[src/rtl/lldi_pkg.sv]
// constants for the low-latency dram interface device front end
//
// Behaviour
// - data pins carry two words per clock cycle, one per edge.
// - read data launches aligned to a free-running output strobe we drive.
// - command, address, control sampled on each rising command clock edge.
// - write data captured on both edges of the host write strobe.
// - every read and write is a burst of 2, 4 or 8 words.
// - eight independent banks; row cycles in different banks overlap, but only one read and one write burst run at a time.
// - read latency, row cycle and burst length are held settings.
// - chip select high ignores new commands; running work completes.
// - write, refresh and chip select inputs together encode the command.
// - a write word is dropped when the mask is sampled high.
// - a config set command loads settings from the address inputs.
package lldi_pkg;
  // ----------------------------------------------------------------
  // widths
  // ----------------------------------------------------------------
  localparam int DQ_W    = 9;
  localparam int ADDR_W  = 8;
  localparam int BANK_W  = 3;
  localparam int NBANK   = 8;
  localparam int COL_W   = 4;
  localparam int ROW_W   = 13;   // 8K refresh rows per bank
  localparam int PTR_W   = BANK_W + COL_W;
  localparam int SYNC_W  = 6 + BANK_W + ADDR_W + DQ_W;
  // ----------------------------------------------------------------
  // synchronised input vector bit positions
  // ----------------------------------------------------------------
  localparam int S_CMDCLK = 0;
  localparam int S_WSTRB  = 1;
  localparam int S_CSN    = 2;
  localparam int S_WEN    = 3;
  localparam int S_REFN   = 4;
  localparam int S_MASK   = 5;
  localparam int S_BANK   = 6;
  localparam int S_ADDR   = S_BANK + BANK_W;
  localparam int S_DQ     = S_ADDR + ADDR_W;
  // ----------------------------------------------------------------
  // config fields on the address inputs and reset values
  // ----------------------------------------------------------------
  localparam int BL_LSB  = 0;
  localparam int RL_LSB  = 2;
  localparam int RC_LSB  = 5;
  localparam logic [1:0] BL_RST = 2'h0;
  localparam logic [2:0] RL_RST = 3'h3;
  localparam logic [2:0] RC_RST = 3'h3;
  // ----------------------------------------------------------------
  // timing
  // ----------------------------------------------------------------
  localparam int CORE_CLK_NS     = 50;
  localparam int STROBE_HALF_NS  = 200;
  localparam int STROBE_HALF_CYC = STROBE_HALF_NS / CORE_CLK_NS;
  localparam logic [1:0] DIV_MAX = 2'(STROBE_HALF_CYC - 1);
endpackage : lldi_pkg

[src/rtl/lldi_device.sv]
// device-side command decode, bank timing, burst read and write datapath
`timescale 1ns/100ps
`default_nettype none
module lldi_device
  import lldi_pkg::*;
(
  // clock and reset
  input  wire logic              core_clk_in,
  input  wire logic              arst_n_in,
  // command side
  input  wire logic              cmd_clk_in,
  input  wire logic              cs_n_in,
  input  wire logic              we_n_in,
  input  wire logic              ref_n_in,
  input  wire logic [BANK_W-1:0] bank_in,
  input  wire logic [ADDR_W-1:0] addr_in,
  // write data side
  input  wire logic              wdata_strobe_in,
  input  wire logic              wr_mask_in,
  input  wire logic [DQ_W-1:0]   dq_in,
  // read data side
  output logic      [DQ_W-1:0]   dq_out,
  output logic                   dq_oe_out,
  output logic                   rdata_strobe_out,
  output logic                   rd_valid_out,
  // settings and status
  output logic      [1:0]        burst_len_out,
  output logic      [2:0]        read_lat_out,
  output logic      [2:0]        row_cycle_out,
  output logic      [NBANK-1:0]  bank_busy_out,
  output logic      [ROW_W-1:0]  ref_row_out
);
  // ----------------------------------------------------------------
  // input synchronisation
  // ----------------------------------------------------------------
  logic [SYNC_W-1:0] raw_v, sync_v, rise_v, fall_v;
  assign raw_v = {dq_in, addr_in, bank_in, wr_mask_in, ref_n_in,
                  we_n_in, cs_n_in, wdata_strobe_in, cmd_clk_in};

  // all pins share one pipeline so data keeps its place against edges
  lldi_sync3 #(.W(SYNC_W)) u_sync (
    .clk_in    (core_clk_in),
    .arst_n_in (arst_n_in),
    .d_in      (raw_v),
    .q_out     (sync_v),
    .rise_out  (rise_v),
    .fall_out  (fall_v)
  );

  wire              cmd_rise = rise_v[S_CMDCLK];
  wire              ws_edge  = rise_v[S_WSTRB] | fall_v[S_WSTRB];
  wire              cs_n_s   = sync_v[S_CSN];
  wire              we_n_s   = sync_v[S_WEN];
  wire              ref_n_s  = sync_v[S_REFN];
  wire              mask_s   = sync_v[S_MASK];
  wire [BANK_W-1:0] bank_s   = sync_v[S_BANK +: BANK_W];
  wire [ADDR_W-1:0] addr_s   = sync_v[S_ADDR +: ADDR_W];
  wire [DQ_W-1:0]   dq_s     = sync_v[S_DQ +: DQ_W];

  // ----------------------------------------------------------------
  // settings and command decode
  // ----------------------------------------------------------------
  logic [1:0] burst_len_q;
  logic [2:0] read_lat_q, row_cycle_q;

  // burst word count from the length code; code 3 runs as eight
  function automatic logic [3:0] bl_words(input logic [1:0] code);
    unique case (code)
      2'h0:    bl_words = 4'h2;
      2'h1:    bl_words = 4'h4;
      default: bl_words = 4'h8;
    endcase
  endfunction : bl_words

  // chip select high blanks the decoder only
  wire cmd_sel = cmd_rise & ~cs_n_s;
  wire is_cfg  = cmd_sel & ~we_n_s & ~ref_n_s;
  wire is_wr   = cmd_sel & ~we_n_s &  ref_n_s;
  wire is_ref  = cmd_sel &  we_n_s & ~ref_n_s;
  wire is_rd   = cmd_sel &  we_n_s &  ref_n_s;

  logic [NBANK-1:0] bank_busy_q;
  logic [3:0]       rd_lat_q, rd_left_q, wr_lat_q, wr_left_q;
  wire bank_free = ~bank_busy_q[bank_s];
  // one burst of each direction in flight; others are dropped
  wire rd_go  = is_rd & bank_free & (rd_left_q == 4'h0);
  wire wr_go  = is_wr & bank_free & (wr_left_q == 4'h0);
  wire ref_go = is_ref & bank_free;
  wire [PTR_W-1:0] cmd_ptr = {bank_s, addr_s[COL_W-1:0]};

  // settings come off the address pins, not the array
  always_ff @(posedge core_clk_in or negedge arst_n_in) begin
    if (!arst_n_in) begin
      burst_len_q <= BL_RST;
      read_lat_q  <= RL_RST;
      row_cycle_q <= RC_RST;
    end else if (is_cfg) begin
      burst_len_q <= addr_s[BL_LSB +: 2];
      read_lat_q  <= addr_s[RL_LSB +: 3];
      row_cycle_q <= addr_s[RC_LSB +: 3];
    end
  end

  // ----------------------------------------------------------------
  // per-bank row cycle timers and refresh row counters
  // ----------------------------------------------------------------
  logic [ROW_W-1:0] rows_q [NBANK];
  logic [ROW_W-1:0] ref_row_q;
  genvar gb;
  generate
    for (gb = 0; gb < NBANK; gb++) begin : g_bank
      logic [3:0] rc_q, rc_d;
      wire hit = (rd_go | wr_go | ref_go) & (bank_s == BANK_W'(gb));
      // each bank times its own row cycle so others stay usable
      assign rc_d = hit ? ({1'b0, row_cycle_q} + 4'h1)
                  : (cmd_rise && rc_q != 4'h0) ? rc_q - 4'h1 : rc_q;
      always_ff @(posedge core_clk_in or negedge arst_n_in) begin
        if (!arst_n_in) begin
          rc_q            <= 4'h0;
          bank_busy_q[gb] <= 1'b0;
          rows_q[gb]      <= '0;
        end else begin
          rc_q            <= rc_d;
          bank_busy_q[gb] <= (rc_d != 4'h0);
          if (hit && ref_go)
            rows_q[gb] <= rows_q[gb] + 13'h0001;
        end
      end
    end
  endgenerate

  // report the row just refreshed
  always_ff @(posedge core_clk_in or negedge arst_n_in) begin
    if (!arst_n_in)
      ref_row_q <= '0;
    else if (ref_go)
      ref_row_q <= rows_q[bank_s] + 13'h0001;
  end

  // ----------------------------------------------------------------
  // output strobe divider and array
  // ----------------------------------------------------------------
  logic [1:0]      div_q;
  logic            rstrb_q;
  wire             tick = (div_q == DIV_MAX);
  logic [DQ_W-1:0] mem [NBANK << COL_W];

  // free-running strobe, toggled every half period
  always_ff @(posedge core_clk_in or negedge arst_n_in) begin
    if (!arst_n_in) begin
      div_q   <= 2'h0;
      rstrb_q <= 1'b0;
    end else begin
      div_q   <= tick ? 2'h0 : div_q + 2'h1;
      rstrb_q <= rstrb_q ^ tick;
    end
  end

  // ----------------------------------------------------------------
  // read burst: latency in command clocks, then a word per strobe edge
  // ----------------------------------------------------------------
  logic [PTR_W-1:0] rd_ptr_q, wr_ptr_q;
  wire rd_fire = tick & (rd_lat_q == 4'h0) & (rd_left_q != 4'h0);

  always_ff @(posedge core_clk_in or negedge arst_n_in) begin
    if (!arst_n_in) begin
      rd_lat_q  <= 4'h0;
      rd_left_q <= 4'h0;
      rd_ptr_q  <= '0;
    end else if (rd_go) begin
      rd_lat_q  <= {1'b0, read_lat_q};
      rd_left_q <= bl_words(burst_len_q);
      rd_ptr_q  <= cmd_ptr;
    end else begin
      if (cmd_rise && rd_lat_q != 4'h0)
        rd_lat_q <= rd_lat_q - 4'h1;
      if (rd_fire) begin
        rd_left_q <= rd_left_q - 4'h1;
        rd_ptr_q  <= {rd_ptr_q[PTR_W-1:COL_W], rd_ptr_q[COL_W-1:0] + 4'h1};
      end
    end
  end

  logic [DQ_W-1:0] dq_q;
  logic            oe_q, vld_q;
  // words change with each strobe edge, two per strobe cycle
  always_ff @(posedge core_clk_in or negedge arst_n_in) begin
    if (!arst_n_in) begin
      dq_q  <= '0;
      oe_q  <= 1'b0;
      vld_q <= 1'b0;
    end else if (tick) begin
      dq_q  <= rd_fire ? mem[rd_ptr_q] : dq_q;
      oe_q  <= rd_fire;
      vld_q <= rd_fire;
    end
  end

  // ----------------------------------------------------------------
  // write burst: same latency, a word per write strobe edge
  // ----------------------------------------------------------------
  wire wr_take = ws_edge & (wr_lat_q == 4'h0) & (wr_left_q != 4'h0);
  wire wr_en   = wr_take & ~mask_s;

  always_ff @(posedge core_clk_in or negedge arst_n_in) begin
    if (!arst_n_in) begin
      wr_lat_q  <= 4'h0;
      wr_left_q <= 4'h0;
      wr_ptr_q  <= '0;
    end else if (wr_go) begin
      wr_lat_q  <= {1'b0, read_lat_q};
      wr_left_q <= bl_words(burst_len_q);
      wr_ptr_q  <= cmd_ptr;
    end else begin
      if (cmd_rise && wr_lat_q != 4'h0)
        wr_lat_q <= wr_lat_q - 4'h1;
      if (wr_take) begin
        wr_left_q <= wr_left_q - 4'h1;
        wr_ptr_q  <= {wr_ptr_q[PTR_W-1:COL_W], wr_ptr_q[COL_W-1:0] + 4'h1};
      end
    end
  end

  // array has no reset; a masked slot keeps its old word
  always_ff @(posedge core_clk_in) begin
    if (wr_en)
      mem[wr_ptr_q] <= dq_s;
  end

  // ----------------------------------------------------------------
  // outputs
  // ----------------------------------------------------------------
  assign dq_out           = dq_q;
  assign dq_oe_out        = oe_q;
  assign rdata_strobe_out = rstrb_q;
  assign rd_valid_out     = vld_q;
  assign burst_len_out    = burst_len_q;
  assign read_lat_out     = read_lat_q;
  assign row_cycle_out    = row_cycle_q;
  assign bank_busy_out    = bank_busy_q;
  assign ref_row_out      = ref_row_q;
endmodule : lldi_device
`default_nettype wire

[src/rtl/lldi_sync3.sv]
// three-stage input synchroniser with agreement filter and edge flags
`timescale 1ns/100ps
`default_nettype none
module lldi_sync3 #(
  parameter int W = 1
) (
  // clock and reset
  input  wire logic         clk_in,
  input  wire logic         arst_n_in,
  // raw and filtered signals
  input  wire logic [W-1:0] d_in,
  output logic      [W-1:0] q_out,
  output logic      [W-1:0] rise_out,
  output logic      [W-1:0] fall_out
);
  logic [W-1:0] s1_q, s2_q, s3_q, f_q, f_d, prev_q;
  wire  [W-1:0] agree = ~(s2_q ^ s3_q);

  // a bit only moves once the second and third stage agree
  assign f_d = (agree & s3_q) | (~agree & f_q);

  // stage one feeds stage two only, nothing else looks at it
  always_ff @(posedge clk_in or negedge arst_n_in) begin
    if (!arst_n_in) begin
      s1_q   <= '0;
      s2_q   <= '0;
      s3_q   <= '0;
      f_q    <= '0;
      prev_q <= '0;
    end else begin
      s1_q   <= d_in;
      s2_q   <= s1_q;
      s3_q   <= s2_q;
      f_q    <= f_d;
      prev_q <= f_q;
    end
  end

  // edge flags
  assign q_out    = f_q;
  assign rise_out = f_q & ~prev_q;
  assign fall_out = ~f_q & prev_q;
endmodule : lldi_sync3
`default_nettype wire

[config.mk]
export PLATFORM = sky130hd
export DESIGN_NAME = lldi_device
export DESIGN_NICKNAME = d
export VERILOG_FILES = /design/src/rtl/lldi_pkg.sv /design/src/rtl/lldi_device.sv /design/src/rtl/lldi_sync3.sv
export SDC_FILE = /design/constraint.sdc
export NUM_CORES = 2
export LEC_CHECK = 0
export BUFFER_PORTS_ARGS = -buffer_cell sky130_fd_sc_hd__buf_2
export CAP_MARGIN = 20
export CORE_UTILIZATION = 60
export DETAILED_ROUTE_END_ITERATION = 10
export GPL_TIMING_DRIVEN = 1
export PLACE_DENSITY = 0.81
export SLEW_MARGIN = 10
export SYNTH_ARGS = -nofsm -noshare
export SYNTH_HDL_FRONTEND = slang
export SYNTH_SLANG_ARGS = --single-unit
[constraint.sdc]
create_clock -name core_clk_in -period 8.9 [get_ports core_clk_in]
set_input_delay 0.89 -clock core_clk_in [delete_from_list [all_inputs] [get_ports core_clk_in]]
set_output_delay 0.89 -clock core_clk_in [all_outputs]
set_load 0.05 [all_outputs]
==> summary.json <==
{
  "post_synthesis_sequential_element_count": 1466,
  "postCtsResizedCells": 0,
  "critPathRequiredTime_ps": 9550,
  "setup_violating_endpoint_count_in_the_final_report": 0,
  "fin_crit_ps": 4390,
  "clkSinkCount": 1466,
  "timing.critical_path.arrival_ps": 5040,
  "netlist-cell-type-count": 68,
  "floorplan.die_area_sq_um": 98300,
  "proportion_of_power_drawn_by_combinational_gates_pct": 22.0,
  "clk-insertion-delay-late_ps": 770,
  "cp.buffers_inverters": 2,
  "average_wire_length_per_cell_after_detail_routing_microns": 28.6,
  "wire_length_reported_by_the_detailed_router_microns": 136000,
  "syn-num-nets": 3330,
  "switching_share_pct": 29.8,
  "cp_cell_sequence": "buf_12 > buf_12 > mux4_2 > o22ai_1 > nor4_1 > nor3_1 > nor3_1",
  "dr_total_vias": 31700,
  "p_switching_mw": 5.39,
  "postSynthAreaPerCell_sq_um": 17.8,
  "grt_util_all_layers_pct": 28.2,
  "post-place-cells": 4494,
  "critical_path.startpoint": "rd_ptr_q[1]$_DFFE_PN0P_",
  "cpLargestDelayFamily": "buffers and inverters",
  "post_cts_buffers": 0,
  "synth_warnings": 0,
  "hp_class": "input port to asynchronous set/reset pin",
  "number_of_enable_flip_flop_cells_after_synthesis": 1152,
  "setup_repair_after_global_routing_missed_its_margin": "false",
  "grt_pass1_vias": 32100,
  "yosysTopAreaCellShare_pct": 59.4,
  "drt_iter0_markers": 3905,
  "grt_antenna_before_repair": 1,
  "clk_transition_reported_paths_ps": 60,
  "combinational_family_with_the_most_area_after_synthesis": "multiplexers",
  "clk_root_buffer_cell": "sky130_fd_sc_hd__clkbuf_16",
  "hold_viol": 0,
  "firstDrtPassIters": 7,
  "synth.largest_area_cell": "sky130_fd_sc_hd__edfxtp_1",
  "h_tree_depth": 4,
  "cts_inserted_buffers": 142,
  "fmax_mhz": 228,
  "synthSimpleGateAreaFrac_pct": 5.93,
  "final_cells": 4759,
  "outcome": "completed",
  "r2r_start": "rd_ptr_q[1]$_DFFE_PN0P_",
  "totalNegativeSetupSlack_ps": 0,
  "synth_sequential_area_ratio_pct": 72.9,
  "std_cell_rows": 113,
  "final_nets": 3434,
  "timing.final.max_slew_violations": 0,
  "placeableCoreArea_sq_um": 95600,
  "post-route-period-util_pct": 49.3,
  "synth_flop_type": "sky130_fd_sc_hd__edfxtp_1",
  "grt_remaining_overflow": 0,
  "transition_time_at_the_pin_with_the_least_slew_margin_ps": 1190,
  "synth.area.mux_share_pct": 13.8,
  "timing.critical_path.slowest_cell_delay_ps": 850,
  "max-vdd-ir-drop_mv": 0.266,
  "slew_headroom_pct": 20.6,
  "io_buffer_count": 68,
  "syn-instance-count": 3273,
  "synthToLayoutAreaGrowth_pct": 10.8,
  "hold_buffers": 0,
  "yosys.area_share.adder_pct": 1.07,
  "effective_utilization_at_floorplan_pct": 60.9,
  "crit_fanout": 159,
  "cts-root-to-sink-buffers": 3,
  "placer_congestion_estimate": 0.851,
  "critPathSlowestCell": "sky130_fd_sc_hd__nor4_1",
  "die_height_microns": 314,
  "cellPowerDensity_nw_per_um2": 281,
  "cp-start-kind": "flop",
  "io_pins": 69,
  "grt_pass1_wl_microns": 204000,
  "finClkSkew_ps": 47.9,
  "ys_top_cells_by_area": "sky130_fd_sc_hd__edfxtp_1 (59%), sky130_fd_sc_hd__dfrtp_1 (13%), sky130_fd_sc_hd__mux4_2 (11%)",
  "clkPwrFrac_pct": 33.0,
  "power_leakage_nw": 21.7,
  "crit_type": "flop to flop",
  "detailed_place_hpwl_microns": 78600,
  "setup.worst_path.end_class": "flop",
  "post_synth_instance_area_sq_um": 58200,
  "drive_above_1_share_pct": 18.4,
  "post_synthesis_compound_gate_area_fraction_pct": 2.94,
  "sequentialPowerShare_pct": 45.0,
  "power.internal_mw": 12.7,
  "synth-async-reset-ratio_pct": 21.4,
  "chipWidth_microns": 314,
  "via_per_inst": 6.65,
  "number_of_violations_of_the_max_capacitance_limit": 0,
  "grt_start_max_net_pins": 160,
  "synth_xor_area_share_pct": 1.99,
  "drc": 0,
  "antenna_violating_nets_post_route": 0,
  "cts_tree": "yes"
}
power by group through the flow:
stage	clock, mW	combinational [mW]	sequential [mW]
2_1_floorplan	0	2.66	8.28
3_3_place_gp	0	3.79	8.25
3_5_place_dp	0	3.85	8.27
4_1_cts	6.01	3.94	8.13
5_1_grt	6.25	4.18	8.17
6_report	5.98	3.98	8.14
cells in the final DEF, fill, tap and decap left out, types with 28 or more instances in the layout:
cell,netlist,final
sky130_fd_sc_hd__xnor2_1,80,80
sky130_fd_sc_hd__nor3_1,55,55
sky130_fd_sc_hd__buf_2,63,68
sky130_fd_sc_hd__clkbuf_1,59,28
sky130_fd_sc_hd__edfxtp_1,1152,1152
sky130_fd_sc_hd__mux2i_1,162,162
sky130_fd_sc_hd__nand2_1,198,198
sky130_fd_sc_hd__nand4_1,37,37
sky130_fd_sc_hd__nor2_1,213,213
sky130_fd_sc_hd__inv_1,37,37
sky130_fd_sc_hd__dfrtp_1,310,296
sky130_fd_sc_hd__ha_1,29,29
sky130_fd_sc_hd__a22oi_1,64,64
sky130_fd_sc_hd__nand3_1,66,66
sky130_fd_sc_hd__clkinv_1,0,29
sky130_fd_sc_hd__clkbuf_16,0,147
sky130_fd_sc_hd__a21oi_1,62,62
sky130_fd_sc_hd__mux4_2,273,273
sky130_fd_sc_hd__buf_4,6,35
sky130_fd_sc_hd__o21ai_0,45,45
sky130_fd_sc_hd__xor2_1,52,52
worst reg2reg max path, stage by stage, from the launching register on:
cell,delay [ps]
sky130_fd_sc_hd__dfrtp_4,690
sky130_fd_sc_hd__buf_12,730
sky130_fd_sc_hd__buf_12,870
sky130_fd_sc_hd__mux4_2,460
sky130_fd_sc_hd__o22ai_1,110
sky130_fd_sc_hd__nor4_1,850
sky130_fd_sc_hd__nor3_1,270
sky130_fd_sc_hd__nor3_1,320
cell usage after synthesis (all sizes together), types with 38 or more instances:
library cell and n:
a21oi 62, buf 89, nand2 199, xnor2 80, edfxtp 1152, o21ai 45
dfrtp 310, mux4 273, xor2 52, a22oi 64, nor2 215, inv 38
nor3 59, clkbuf 59, mux2i 162, nand3 66
metrics by stage:
| step | setup WS (ps) | instance area [sq um] | hold slack (ps) | utilization, % | power, mW |
|---|---|---|---|---|---|
| detailed placement | 4760 | 59900 | 335 | 62.6 | 12.1 |
| finish | 4510 | 64500 | 188 | 67.5 | 18.1 |
| CTS | 4720 | 64500 | 183 | 67.4 | 18.1 |
| global placement | 4730 | 59900 | 332 | 62.6 | 12.0 |
| global route | 4330 | 64500 | 205 | 67.5 | 18.6 |
| floorplan | 6060 | 58200 | 331 | - | 10.9 |
worst paths after layout:
path                                               to  slack [ps]  depth (start not counted)
setup / recovery                dq_out[4]$_DFFE_PN0P_        4510                          7
hold / removal              u_sync.s1_q[24]$_DFF_PN0_         190                          1
setup reg to reg                dq_out[4]$_DFFE_PN0P_        4510                          7
hold reg to reg              u_sync.s2_q[9]$_DFF_PN0_         350                          0
max in group asynchronous  asynchronous set/reset pin        7140                          2
min in group core_clk_in    u_sync.s1_q[14]$_DFF_PN0_         230                          1
layout make-up:
type                       instances  area (sq um)
sequential                      1466         42500
fill                            5943         31100
multi-input combinational       1621         15000
clock buffer                     184          3900
tap                             1265          1580
timing repair buffer             108           706
clock inverter                    76           696
inverter                          38           143
antenna                            1          2.50
sequential cells by signal (all words and copies together) (netlist names), 7 cells and up, named ones only:
register and count:
dq_out 9, rows_q 104, mem 1152, ref_row_out 13, u_sync.s2_q 26, bank_busy_out 8
g_bank.rc_q 32, wr_ptr_q 7, u_sync.s1_q 26, rd_ptr_q 7, u_sync.s3_q 26
cell families after synthesis:
group,Yosys count
and+or+nand+nor,714
AOI/OAI and AO/OA,262
buffers and inverters,186
DFF,1466
xor gates and xnor gates,132
adders and majority gates,55
muxes,458
per-layer routing:
layer | global-route usage (%) | share of wire [%] | vias up
met3 | 5.27 | 10 | 343
met4 | 10.5 | 3.6 | 2
met2 | 45.1 | 49 | 2050
met5 | 0 | 0.0088 | -
met1 | 39.2 | 37 | 16200
li1 | - | - | 13100
(Power assumes the default switching activity.)
